File: config.mk
export PLATFORM = sky130hd
export DESIGN_NAME = php_port
export DESIGN_NICKNAME = d
export VERILOG_FILES = /design/src/rtl/php_pkg.sv /design/src/rtl/php_fifo.sv /design/src/rtl/php_port.sv
export SDC_FILE = /design/constraint.sdc
export NUM_CORES = 1
export LEC_CHECK = 0
export ABC_AREA = 1
export BUFFER_PORTS_ARGS = -buffer_cell sky130_fd_sc_hd__buf_4
export CAP_MARGIN = 20
export CORE_UTILIZATION = 45
export DETAILED_ROUTE_END_ITERATION = 8
export GPL_ROUTABILITY_DRIVEN = 0
export HOLD_SLACK_MARGIN = 0.05
export PLACE_DENSITY_LB_ADDON = 0.08
export SETUP_SLACK_MARGIN = 0.15
export SKIP_LAST_GASP = 1
export SLEW_MARGIN = 20
export SYNTH_ARGS = -nofsm -noshare
export SYNTH_HDL_FRONTEND = slang
export SYNTH_HIERARCHICAL = 1
export SYNTH_SLANG_ARGS = --single-unit
File: constraint.sdc
create_clock -name clk_sys -period 3.9 [get_ports clk_sys]
set_clock_uncertainty 0.05 [all_clocks]
set_input_delay 0.975 -clock clk_sys [delete_from_list [all_inputs] [get_ports clk_sys]]
set_output_delay 0.975 -clock clk_sys [all_outputs]
set_load 0.005 [all_outputs]
File: src/rtl/php_pkg.sv
// package of constants for the parallel host port
// Functional notes
// - accesses count only while port_select_n is low; may be tied low
// - separate read/write strobes or read_not_write with data_strobe_n
// - data bus is 16 bits wide or 8 bits on lower lines
// - decode: addr 0 write data, 0 read data, 1 command, 1 status
// - write with addr high restarts command; read with addr high does not
// - after command completes next written word is a command regardless
// - status bit0 hold_off, bit1 interrupt, bit2 command pending, 3-7 zero
// - status upper byte shows currently selected page number
// - hold_off polarity and drive mode programmable, undriven after reset
// - while hold_off active port is busy; host extends the access
// - data reads held off only when read data not yet available
// - status read after read command held off until data available
// - optional byte swap of data words
// - hold_off may assert from the write strobe falling edge
// - bus and hold_off undriven after reset; bus driven only on reads
// - each transaction is one command word then its data words
package php_pkg;
  // ---------------------------------------------------------------------
  // widths and layout
  // ---------------------------------------------------------------------
  localparam int        PHP_DW        = 16;
  localparam int        PHP_FIFO_D    = 8;
  localparam int        PHP_ST_HOLD   = 0;
  localparam int        PHP_ST_INT    = 1;
  localparam int        PHP_ST_CMD    = 2;
  localparam int        PHP_ST_PAGE   = 8;
  localparam logic [15:0] PHP_RST_STAT = 16'h0000;
  localparam logic [7:0]  PHP_RST_PAGE = 8'h00;
  // ---------------------------------------------------------------------
  // timing
  // ---------------------------------------------------------------------
  localparam int        PHP_CLK_NS    = 25;
  localparam int        PHP_RDLAT_NS  = 270;
  localparam int        PHP_RDLAT_CYC = PHP_RDLAT_NS / PHP_CLK_NS;
endpackage

File: src/rtl/php_fifo.sv
// parameterised valid/ready fifo for the parallel host port
`timescale 1ns/100ps
`default_nettype none
module php_fifo #(
  parameter int W = 16,
  parameter int D = 8
) (
  input  wire logic         clk_sys,
  input  wire logic         rst,
  input  wire logic [W-1:0] in_data,
  input  wire logic         in_valid,
  output logic              in_ready,
  output logic [W-1:0]      out_data,
  output logic              out_valid,
  input  wire logic         out_ready
);
  localparam int AW = $clog2(D);
  logic [W-1:0] mem_ff [D];
  logic [AW-1:0] wp_ff;
  logic [AW-1:0] rp_ff;
  logic [AW:0]   cnt_ff;
  logic          push;
  logic          pop;
  // honest flags straight from the occupancy count; room while below depth
  assign in_ready  = (cnt_ff < (AW+1)'(D));
  assign out_valid = (cnt_ff != '0);
  assign out_data  = mem_ff[rp_ff];
  assign push      = in_valid && in_ready;
  assign pop       = out_valid && out_ready;
  // storage
  always_ff @(posedge clk_sys) begin
    if (push) begin
      mem_ff[wp_ff] <= in_data;
    end
  end
  // pointers and count
  always_ff @(posedge clk_sys) begin
    if (rst) begin
      wp_ff  <= '0;
      rp_ff  <= '0;
      cnt_ff <= '0;
    end else begin
      if (push) begin
        wp_ff <= wp_ff + 1'b1;
      end
      if (pop) begin
        rp_ff <= rp_ff + 1'b1;
      end
      cnt_ff <= cnt_ff + (AW+1)'(push) - (AW+1)'(pop);
    end
  end
  cov_full_a: cover property (@(posedge clk_sys) cnt_ff == (AW+1)'(D));
  fifo_bound_a: assert property (@(posedge clk_sys) disable iff (rst)
    cnt_ff <= (AW+1)'(D)) else $error("fifo count overflow");
endmodule
`default_nettype wire

File: src/rtl/php_port.sv
// parallel host command port: pin front end, decode, fifo and status
`timescale 1ns/100ps
`default_nettype none
module php_port
  import php_pkg::*;
(
  input  wire logic        clk_sys,
  input  wire logic        rst,
  // host pins
  input  wire logic        port_select_n,
  input  wire logic        cmd_sel,
  input  wire logic        write_strobe_n,
  input  wire logic        read_strobe_n,
  input  wire logic [15:0] port_data_in,
  output logic [15:0]      port_data_out,
  output logic             port_data_oe,
  output logic             hold_off_out,
  output logic             hold_off_oe,
  // strap-style configuration
  input  wire logic        cfg_combined,
  input  wire logic        cfg_bus8,
  input  wire logic        cfg_swap,
  input  wire logic        cfg_hold_pol,
  input  wire logic        cfg_hold_en,
  input  wire logic        cfg_hold_opendrain,
  // core side
  input  wire logic        irq_state,
  output logic [15:0]      core_word,
  output logic             core_is_cmd,
  output logic             core_valid,
  input  wire logic        core_ready,
  input  wire logic        cmd_done,
  input  wire logic        page_set,
  input  wire logic [7:0]  page_num,
  input  wire logic        rd_data_valid,
  input  wire logic [15:0] rd_data,
  output logic             rd_data_take
);
  // ---------------------------------------------------------------------
  // pin synchronisers
  // ---------------------------------------------------------------------
  logic [1:0]  cs_s_ff;
  logic [1:0]  wr_s_ff;
  logic [1:0]  rd_s_ff;
  logic [1:0]  ad_s_ff;
  logic [15:0] d1_ff;
  logic [15:0] d2_ff;
  // two flops on every pin before any logic looks at it
  always_ff @(posedge clk_sys) begin
    if (rst) begin
      cs_s_ff <= 2'h3;
      wr_s_ff <= 2'h3;
      rd_s_ff <= 2'h3;
      ad_s_ff <= 2'h0;
      d1_ff   <= 16'h0000;
      d2_ff   <= 16'h0000;
    end else begin
      cs_s_ff <= {cs_s_ff[0], port_select_n};
      wr_s_ff <= {wr_s_ff[0], write_strobe_n};
      rd_s_ff <= {rd_s_ff[0], read_strobe_n};
      ad_s_ff <= {ad_s_ff[0], cmd_sel};
      d1_ff   <= port_data_in;
      d2_ff   <= d1_ff;
    end
  end

  // ---------------------------------------------------------------------
  // strobe decode
  // ---------------------------------------------------------------------
  logic act_w;
  logic is_rd_w;
  logic act_ff;
  logic rd_ff;
  logic ad_ff;
  logic [15:0] dat_ff;
  logic end_wr;
  logic start_rd;
  logic end_rd;
  // combined mode: second pin is read_not_write, first is data strobe
  always_comb begin
    if (cfg_combined) begin
      act_w   = !cs_s_ff[1] && !wr_s_ff[1];
      is_rd_w = rd_s_ff[1];
    end else begin
      act_w   = !cs_s_ff[1] && (!wr_s_ff[1] || !rd_s_ff[1]);
      is_rd_w = !rd_s_ff[1];
    end
  end
  // remember the access while it is active, so its end can be seen
  always_ff @(posedge clk_sys) begin
    if (rst) begin
      act_ff <= 1'b0;
      rd_ff  <= 1'b0;
      ad_ff  <= 1'b0;
      dat_ff <= 16'h0000;
    end else begin
      act_ff <= act_w;
      if (act_w) begin
        rd_ff  <= is_rd_w;
        ad_ff  <= ad_s_ff[1];
        dat_ff <= d2_ff;
      end
    end
  end
  // data latched one cycle before the strobe is seen to end
  assign end_wr   = act_ff && !act_w && !rd_ff;
  assign start_rd = act_w && !act_ff && is_rd_w;
  assign end_rd   = act_ff && !act_w && rd_ff;

  // ---------------------------------------------------------------------
  // byte pairing and command framing
  // ---------------------------------------------------------------------
  logic       half_ff;
  logic [7:0] hi_ff;
  logic       rhalf_ff;
  logic       expect_cmd_ff;
  logic       cmd_pend_ff;
  logic [15:0] wword;
  logic       wfull;
  logic       wcmd;
  logic       push;
  logic       f_ready;
  // 8-bit mode: first byte is the high byte; 16-bit words pass at once
  always_ff @(posedge clk_sys) begin
    if (rst) begin
      half_ff <= 1'b0;
      hi_ff   <= 8'h00;
    end else if (end_wr && cfg_bus8) begin
      if (ad_ff && !half_ff) begin
        half_ff <= 1'b1;
        hi_ff   <= dat_ff[7:0];
      end else begin
        half_ff <= !half_ff;
        hi_ff   <= dat_ff[7:0];
      end
    end
  end
  assign wfull = end_wr && (!cfg_bus8 || half_ff);
  always_comb begin
    if (cfg_bus8) begin
      wword = {hi_ff, dat_ff[7:0]};
    end else begin
      wword = dat_ff;
    end
  end
  // command words stay big-endian; only data is swapped
  assign wcmd = ad_ff || expect_cmd_ff;
  assign push = wfull && f_ready;
  // command framing: addr-high write restarts, completion re-arms
  always_ff @(posedge clk_sys) begin
    if (rst) begin
      expect_cmd_ff <= 1'b1;
      cmd_pend_ff   <= 1'b0;
    end else if (push && wcmd) begin
      expect_cmd_ff <= 1'b0;
      cmd_pend_ff   <= 1'b1;
    end else if (cmd_done) begin
      expect_cmd_ff <= 1'b1;
      cmd_pend_ff   <= 1'b0;
    end
  end

  // ---------------------------------------------------------------------
  // write fifo to the core
  // ---------------------------------------------------------------------
  logic [16:0] f_in;
  logic [16:0] f_out;
  assign f_in = {wcmd, (cfg_swap && !wcmd) ? {wword[7:0], wword[15:8]}
                                           : wword};
  php_fifo #(.W(17), .D(PHP_FIFO_D)) u_fifo (
    .clk_sys   (clk_sys),
    .rst       (rst),
    .in_data   (f_in),
    .in_valid  (wfull),
    .in_ready  (f_ready),
    .out_data  (f_out),
    .out_valid (core_valid),
    .out_ready (core_ready)
  );
  assign core_word   = f_out[15:0];
  assign core_is_cmd = f_out[16];

  // ---------------------------------------------------------------------
  // status word and read path
  // ---------------------------------------------------------------------
  logic [7:0]  page_ff;
  logic        hold_ff;
  logic        hold_oe_ff;
  logic [15:0] dout_ff;
  logic        doe_ff;
  logic        rd_wait_ff;
  logic [15:0] status;
  logic        need_hold;
  // page number follows every select-page event
  always_ff @(posedge clk_sys) begin
    if (rst) begin
      page_ff <= PHP_RST_PAGE;
    end else if (page_set) begin
      page_ff <= page_num;
    end
  end
  always_comb begin
    status = PHP_RST_STAT;
    status[PHP_ST_PAGE +: 8] = page_ff;
    status[PHP_ST_HOLD]      = hold_ff;
    status[PHP_ST_INT]       = irq_state;
    status[PHP_ST_CMD]       = cmd_pend_ff;
  end
  // any command word is outstanding until read data arrives or cmd_done
  always_ff @(posedge clk_sys) begin
    if (rst) begin
      rd_wait_ff <= 1'b0;
    end else if (push && wcmd) begin
      rd_wait_ff <= 1'b1;
    end else if (rd_data_valid || cmd_done) begin
      rd_wait_ff <= 1'b0;
    end
  end
  // hold on an unready data read, status read while waiting, or full fifo
  assign need_hold = cfg_hold_en && act_w &&
                     ((is_rd_w && rd_wait_ff && !rd_data_valid) ||
                      (!is_rd_w && !f_ready));
  always_ff @(posedge clk_sys) begin
    if (rst) begin
      hold_ff    <= 1'b0;
      hold_oe_ff <= 1'b0;
    end else begin
      hold_ff    <= need_hold;
      hold_oe_ff <= cfg_hold_en && (!cfg_hold_opendrain || need_hold);
    end
  end
  assign hold_off_out = hold_ff ? cfg_hold_pol : !cfg_hold_pol;
  assign hold_off_oe  = hold_oe_ff;
  // drive the bus only during reads; upper byte first in 8-bit mode
  always_ff @(posedge clk_sys) begin
    if (rst) begin
      doe_ff   <= 1'b0;
      dout_ff  <= 16'h0000;
      rhalf_ff <= 1'b0;
    end else begin
      doe_ff <= act_w && is_rd_w;
      if (act_w && is_rd_w) begin
        if (ad_s_ff[1]) begin
          dout_ff <= cfg_bus8 ? {8'h00, rhalf_ff ? status[7:0] : status[15:8]}
                              : status;
        end else begin
          dout_ff <= cfg_bus8 ? {8'h00, rhalf_ff ? rd_data[7:0] : rd_data[15:8]}
                              : (cfg_swap ? {rd_data[7:0], rd_data[15:8]}
                                          : rd_data);
        end
      end
      if (end_rd && cfg_bus8) begin
        rhalf_ff <= !rhalf_ff;
      end
    end
  end
  assign port_data_out = dout_ff;
  assign port_data_oe  = doe_ff;
  // a data read consumes the word after its last byte
  assign rd_data_take = end_rd && !ad_ff && (!cfg_bus8 || rhalf_ff);

  // ---------------------------------------------------------------------
  // checks
  // ---------------------------------------------------------------------
  bus_idle_a: assert property (@(posedge clk_sys) disable iff (rst)
    !act_w |=> !port_data_oe) else $error("bus driven outside read");
  hold_rd_a: assert property (@(posedge clk_sys) disable iff (rst)
    (cfg_hold_en && act_w && is_rd_w && rd_wait_ff && !rd_data_valid)
    |=> hold_ff) else $error("missing hold on pending read");
  hold_free_a: assert property (@(posedge clk_sys) disable iff (rst)
    !cfg_hold_en |=> !hold_ff) else $error("hold while disabled");
  cmd_flag_a: assert property (@(posedge clk_sys) disable iff (rst)
    (push && wcmd) |=> cmd_pend_ff) else $error("command flag lost");
  cmd_rearm_a: assert property (@(posedge clk_sys) disable iff (rst)
    (cmd_done && !(push && wcmd)) |=> expect_cmd_ff)
    else $error("no rearm");
  stat_page_a: assert property (@(posedge clk_sys) disable iff (rst)
    page_set |=> status[15:8] == $past(page_num))
    else $error("page not shown");
  sel_gate_a: assert property (@(posedge clk_sys) disable iff (rst)
    cs_s_ff[1] |-> !act_w) else $error("access without select");
  stat_rsvd_a: assert property (@(posedge clk_sys) disable iff (rst)
    status[7:3] == 5'h00) else $error("reserved status bits set");
  cov_cmd_c: cover property (@(posedge clk_sys) push && wcmd);
  cov_hold_c: cover property (@(posedge clk_sys) hold_ff ##1 !hold_ff);
  cov_byte_c: cover property (@(posedge clk_sys) cfg_bus8 && wfull);
endmodule
`default_nettype wire

==> impl_metrics.yaml, run 1 <==
clocking:
  clkLatencyLatePin_ps: 530
  cts_root_buffer: "clkbuf_16"
  post_cts_resized: 0
  cts_tree: "done"
  numClockSinks: 248
  cts.reportedPaths.clkPinSlew_ps: 60
  cts_hold_buffers: 0
  htreeDepth: 1
  clockBufferDepth: 3
  postCtsSetupBuffers: 0
  cts_made_buffers: 27
pwr:
  p_sw_uw: 1770
  power_frac_seq_pct: 43.4
  p_per_area_nw_per_um2: 519.8
  p_leak_uw: 0.005854
  clkPwrFrac_pct: 37.7
  combPwrFrac_pct: 18.8
  p_int_uw: 4759
  worst_ir_drop_vdd_mv: 0.2973
  fin_total_pwr_uw: 6530
  swShare_pct: 27.11
global_routing:
  grt_pass1_vias: 7316
  antenna_found_initial: 0
  grt_pass1_wl_mm: 36.78
  track_usage_pct: 19.09
  grt_max_degree: 69
  grt-ovfl-total: 0
detailed_routing:
  via_count: 7822
  ant_nets: 0
  viasPerCell: 4.637
  wl_per_cell_um: 13.54
  drt_wl_total_mm: 22.84
  dr.pass1.iters: 5
  drtIter0Drc: 505
  drcViolationCount: 0
critical_path:
  critical_path_arrival_ps: 2170
  cp_top_family: "buffers and inverters"
  r2r_cells: 10
  cp.required_ps: 2870
  worstSetupPathType: "flip-flop to output pin"
  rr_startpoint: "u_fifo/cnt_ff[3]$_SDFF_PP0_"
  crit_end: "core_word[9]"
  path_cells: "buf_4 > clkinv_1 > nand2_1 > nand2_1 > buf_4"
  max_stage_delay_ps: 590
  rr_endpoint: "u_fifo/cnt_ff[2]$_SDFF_PP0_"
  cp_max_fo: 18
  cp-end-kind: "output pin"
  r2r_slack_ps: 1500
  cp_slowest_cell: "clkinv_1"
  cp-start-kind: "flip-flop"
  critPathBufInv: 3
  cp.depth: 5
sta:
  layout_min_cycle_time_ps: 3196
  whs_ps: 349.9
  period_share_pct: 81.96
  setup_viol: 0
  fin_setup_tns_ps: 0
  fmax_ghz: 0.3128
  drv_slew: 0
  slew_headroom_pct: 30.41
  worstMarginPinSlew_ps: 1033
  rsz0062_at_grt: "no"
  hold_violations: 0
place:
  port_buffers: 94
  dpl-instance-area_um2: 11700
  dp_hpwl_mm: 14.83
die:
  core-area_um2: 23470
  die_h_um: 156.5
  start_util_pct: 45.77
  die_w_um: 156.5
  rows: 56
  ios: 95
  die_area_um2: 24500
yosys:
  netlist_instances: 1256
  syn_area_um2: 10740
  synth.distinct_cells: 34
  avgSynthCellArea_um2: 8.554
  synth-warning-count: 6
  yosysSeqAreaShare_pct: 58.88
  synth_nets: 1321
  synth-seq-cells: 248
job:
  cap_viol_max_count: 0
finish:
  multi_input_area_um2: 3146
  seq_area_um2: 6327
  fin_util_pct: 53.51
  antenna_cells: 0
  layout.nets: 1414
  finalInstanceArea_um2: 12560
  area_growth_pct: 16.91
  drive_gt1_share_pct: 13.82
  n_fill_cell: 2216
min_path:
  hold_path.class: "flip-flop to flip-flop"
status:
  status: "finished clean"
-- tightest hold or removal path: stages (launching register included) --
cell and delay [ps]:
dfxtp_1 290, inv_1 40, nor2_1 30
-- placed cells by master, fill, tap and decap left out, types with 2 or more instances in the layout --
cell type,n
nand2_1,340
inv_1,230
edfxtp_1,136
buf_4,118
nor2_1,112
dfxtp_1,111
nand3_1,91
o21ai_0,47
a21oi_1,43
o21ai_1,37
clkbuf_16,27
inv_2,10
clkbuf_1,7
clkbuf_8,7
ha_1,7
o211ai_1,6
or2_2,6
nor2_4,4
clkinv_2,4
inv_4,2
o21ai_2,2
xnor2_1,2
clkinv_1,2
nand4_1,2
-- synth_stat cells --
master / number / area [µm²]
a21oi_1: 43 / 215.2
and2_1: 1 / 6.260
buf_1: 1 / 3.750
buf_2: 23 / 115.1
buf_4: 9 / 67.56
buf_6: 11 / 123.9
clkbuf_1: 11 / 41.29
clkinv_1: 1 / 3.750
dfxtp_1: 112 / 2242
edfxtp_1: 136 / 4084
fa_1: 1 / 20.02
ha_1: 7 / 87.58
inv_1: 231 / 867.1
inv_2: 10 / 37.54
inv_4: 2 / 12.51
nand2_1: 340 / 1276
nand2_2: 1 / 6.260
nand2_4: 1 / 11.26
nand3_1: 91 / 455.4
nand3_4: 1 / 17.52
nand4_1: 2 / 12.51
nor2_1: 112 / 420.4
nor2_2: 1 / 6.260
nor2_4: 4 / 45.04
nor3_1: 1 / 5.000
nor4_1: 1 / 6.260
o2111ai_1: 1 / 8.760
o211ai_1: 6 / 45.04
o21ai_0: 47 / 235.2
o21ai_1: 37 / 185.2
o21ai_2: 2 / 17.52
o21bai_1: 1 / 7.510
or2_2: 6 / 37.54
xnor2_1: 2 / 17.52
-- area by class of cell --
cell class	instances	area share, %
sequential	248	50.37
multi-input combinational	709	25.04
inverter	244	7.331
timing repair buffer	119	7.212
clock buffer	42	6.395
tap	319	3.178
clock inverter	6	0.4682
-- state kept, by name, summed over array words and instances (netlist names), 2 cells and up, named ones only --
name	cells
ad_s_ff	2
cs_s_ff	2
d1_ff	16
d2_ff	16
dat_ff	16
hi_ff	8
page_ff	8
port_data_out	16
rd_s_ff	2
u_fifo/cnt_ff	4
u_fifo/mem_ff	136
u_fifo/rp_ff	3
u_fifo/wp_ff	3
wr_s_ff	2
-- metrics by stage --
stage / worst slack [ps] / instances
6_report: 703.5 / 1687
5_1_grt: 563.9 / 1687
2_1_floorplan: 752.4 / 1256
3_5_place_dp: 796.3 / 1639
3_3_place_gp: 804.1 / 1639
4_1_cts: 672.0 / 1687
-- kinds of logic after synthesis --
family	Yosys count	synth area share, %
compound gates	137	6.650
buf+inv	299	11.84
xor+xnor	2	0.1631
simple gates	562	21.46
fa+ha+maj	8	1.001
flops	248	58.88
-- how the worst min path moves through the flow --
stage,from,endpoint,depth (start not counted)
6_report,d1_ff[14]$_SDFF_PP0_,d2_ff[14]$_SDFF_PP0_,2
2_1_floorplan,ad_s_ff[0]$_SDFF_PP0_,ad_s_ff[1]$_SDFF_PP0_,2
3_3_place_gp,rd_s_ff[0]$_SDFF_PP1_,rd_s_ff[1]$_SDFF_PP1_,1
4_1_cts,d1_ff[8]$_SDFF_PP0_,d2_ff[8]$_SDFF_PP0_,2
5_1_grt,wr_s_ff[0]$_SDFF_PP1_,wr_s_ff[1]$_SDFF_PP1_,1
3_5_place_dp,wr_s_ff[0]$_SDFF_PP1_,wr_s_ff[1]$_SDFF_PP1_,1
-- layer usage --
metal  vias up  wire length (µm)  track usage [%]
met5         -                 0                0
li1       4089                 -                -
met1      3536             10940            25.61
met2       160             10560            32.31
met3        37               890            2.409
met4         0               444            5.556
-- power groups by stage --
stage                     Combinational, µW  Clock, µW  Sequential, µW
final                                  1230       2460            2840
after global routing                   1410       2620            2840
after CTS                              1240       2520            2840
after detailed placement               1240          0            2890
after global placement                 1230          0            2890
after floorplan                         866          0            2880
No activity file was read; power rests on OpenSTA's default activity.
==> inputs of run 2 (changes only) <==
--- a/config.mk
+++ b/config.mk
@@ -5,7 +5,7 @@
 export SDC_FILE = /design/constraint.sdc
 export NUM_CORES = 1
 export LEC_CHECK = 0
-export ABC_AREA = 1
+export ABC_AREA = 0
 export BUFFER_PORTS_ARGS = -buffer_cell sky130_fd_sc_hd__buf_4
 export CAP_MARGIN = 20
 export CORE_UTILIZATION = 45
==> constraint.sdc (replaced) <==
create_clock -name clk_sys -period 3 [get_ports clk_sys]
set_clock_uncertainty 0.05 [all_clocks]
set_input_delay 0.75 -clock clk_sys [delete_from_list [all_inputs] [get_ports clk_sys]]
set_output_delay 0.75 -clock clk_sys [all_outputs]
set_load 0.005 [all_outputs]
==> impl_metrics.yaml, run 2 <==
die:
  core-area_um2: 21090
  die_h_um: 149.1
  rows: 53
  die_area_um2: 22230
  die_w_um: 149.1
  start_util_pct: 46.17
  ios: 95
critical_path:
  r2r_cells: 11
  worstSetupPathType: "flip-flop to output pin"
  cp-end-kind: "output pin"
  crit_end: "core_word[7]"
  cp.required_ps: 2200
  r2r_slack_ps: 670
  critical_path_arrival_ps: 2110
  cp-start-kind: "flip-flop"
  rr_startpoint: "u_fifo/cnt_ff[3]$_SDFF_PP0_"
  cp_max_fo: 5
  rr_endpoint: "u_fifo/cnt_ff[2]$_SDFF_PP0_"
global_routing:
  antenna_found_initial: 0
  grt-ovfl-total: 0
  grt_pass1_vias: 5968
  grt_max_degree: 72
  track_usage_pct: 18.13
  grt_pass1_wl_mm: 31.25
clocking:
  htreeDepth: 1
  cts_made_buffers: 26
  numClockSinks: 248
  clockBufferDepth: 3
  cts_hold_buffers: 0
  cts_root_buffer: "clkbuf_16"
  cts_tree: "done"
  clkLatencyLatePin_ps: 520
  cts.reportedPaths.clkPinSlew_ps: 60
finish:
  antenna_cells: 0
  area_growth_pct: 23.66
  top_register: "u_fifo/mem_ff"
  layout.nets: 899
  finalInstanceArea_um2: 12040
  final_common_cell: "edfxtp_1"
  drive_gt1_share_pct: 28.81
  final_cell_mix: "136 x edfxtp_1, 111 x dfxtp_1, 110 x buf_4"
  largest_register_ffs: 136
detailed_routing:
  ant_nets: 0
  drcViolationCount: 0
  viasPerCell: 5.175
  drt_wl_total_mm: 19.48
  dr.pass1.iters: 4
  drtIter0Drc: 400
  wl_per_cell_um: 17.25
  via_count: 5843
pwr:
  fin_total_pwr_uw: 7996
  p_per_area_nw_per_um2: 664.2
  p_leak_uw: 0.004301
  worst_ir_drop_vdd_mv: 0.3804
min_path:
  hold_path.class: "primary input to flip-flop"
  worstHoldStart: "cfg_hold_opendrain"
yosys:
  yosysMostFrequentCell: "edfxtp_1"
  netlist_instances: 713
  ys.flop_type: "edfxtp_1"
  synth_compound_area_share_pct: 5.501
  synth-edff-count: 136
  synth.largest_area_cell: "edfxtp_1"
  yosysSeqAreaShare_pct: 64.98
  ys_top_cells_by_area: "edfxtp_1 42%, dfxtp_1 23%, mux4_1 6.5%, mux2i_1 3.4%, nand2_1 2.9%"
  ys_top_cells_by_count: "136 x edfxtp_1, 112 x dfxtp_1, 75 x nand2_1"
  post_synth_mux_area_share_pct: 14.15
  synth_nets: 778
  synth_top_family_by_area: "multiplexers"
  async_flop_share_pct: 0
  yosys.area_share.simple_pct: 10.94
  synth.distinct_cells: 46
  syn_area_um2: 9736
  synth_adder_area_share_pct: 1.105
  synth-warning-count: 6
  synthXorXnorAreaFrac_pct: 0.5398
  synth-seq-cells: 248
  yosysTopAreaCellShare_pct: 41.95
  avgSynthCellArea_um2: 13.65
sta:
  fin_setup_tns_ps: 0
  rsz0062_at_grt: "yes"
  setup_viol: 0
  slew_headroom_pct: 30.71
  layout_min_cycle_time_ps: 2915
  fmax_ghz: 0.3431
  hold_violations: 0
  period_share_pct: 97.16
  drv_slew: 0
  worstMarginPinSlew_ps: 1029
place:
  dp_hpwl_mm: 12.65
  port_buffers: 94
  dpl-instance-area_um2: 10950
status:
  status: "finished clean"
job:
  cap_viol_max_count: 0
[run 2: logic make-up (layout without fill, tap and decap cells)]
family	count (synthesis)	in the layout
buffers and inverters	54	195
XOR/XNOR	6	6
adder cells (fa/ha/maj)	8	8
flip-flops	248	248
multiplexers	84	84
AND/OR/NAND/NOR	221	221
AO/OA/AOI/OAI	92	92
[run 2: cell type report]
type / instances / area [µm²]
multi-input cells: 411 / 3142
clock buffers: 31 / 732.0
well taps: 275 / 344.1
inverters: 11 / 41.29
repair buffers: 136 / 1276
clock inverters: 17 / 173.9
fillers: 1716 / 9049
flip-flops and latches: 248 / 6330
[run 2: stage by stage]
stage / cells / hold slack (ps) / worst slack (ps) / util, %
after floorplan: 713 / 339.5 / 134.5 / -
after global placement: 1071 / 348.2 / 233.0 / 51.95
after detailed placement: 1071 / 344.9 / 193.8 / 51.95
after CTS: 1127 / 331.8 / 37.05 / 56.69
after global routing: 1129 / 344.2 / 16.59 / 57.09
final: 1129 / 352.7 / 85.15 / 57.09
[run 2: timing repair]
item                       4_1_cts  5_1_grt
resized for setup               20       30
setup endpoints to repair       17       17
buffers inserted                 4        1
cloned                           4        1
[run 2: how the worst min path moves through the flow]
stage	cells after the start	slack, ps	to
global route	2	340	hold_off_oe$_SDFF_PP0_
floorplan	1	340	cs_s_ff[1]$_SDFF_PP1_
global placement	1	350	rd_s_ff[1]$_SDFF_PP1_
CTS	2	330	hold_off_oe$_SDFF_PP0_
detailed placement	1	340	cs_s_ff[1]$_SDFF_PP1_
finish	2	350	hold_off_oe$_SDFF_PP0_
[run 2: report_power, final]
part / switching [µW] / internal, µW
combinational: 435 / 614
clock: 1270 / 2000
sequential: 46.8 / 3630
total: 1750 / 6240
[run 2: worst max-delay path, stage by stage (launching register included)]
cell	delay (ps)
dfxtp_4	390
buf_4	140
buf_16	110
mux4_1	540
mux2_4	280
buf_4	140
[run 2: layer usage]
| layer | up-vias | global-route usage, % | wire (µm) |
|---|---|---|---|
| met5 | - | 0 | 0 |
| met4 | 0 | 4.439 | 236 |
| met3 | 23 | 4.128 | 1287 |
| met2 | 178 | 30.51 | 9351 |
| met1 | 2821 | 23.72 | 8599 |
| li1 | 2821 | - | - |
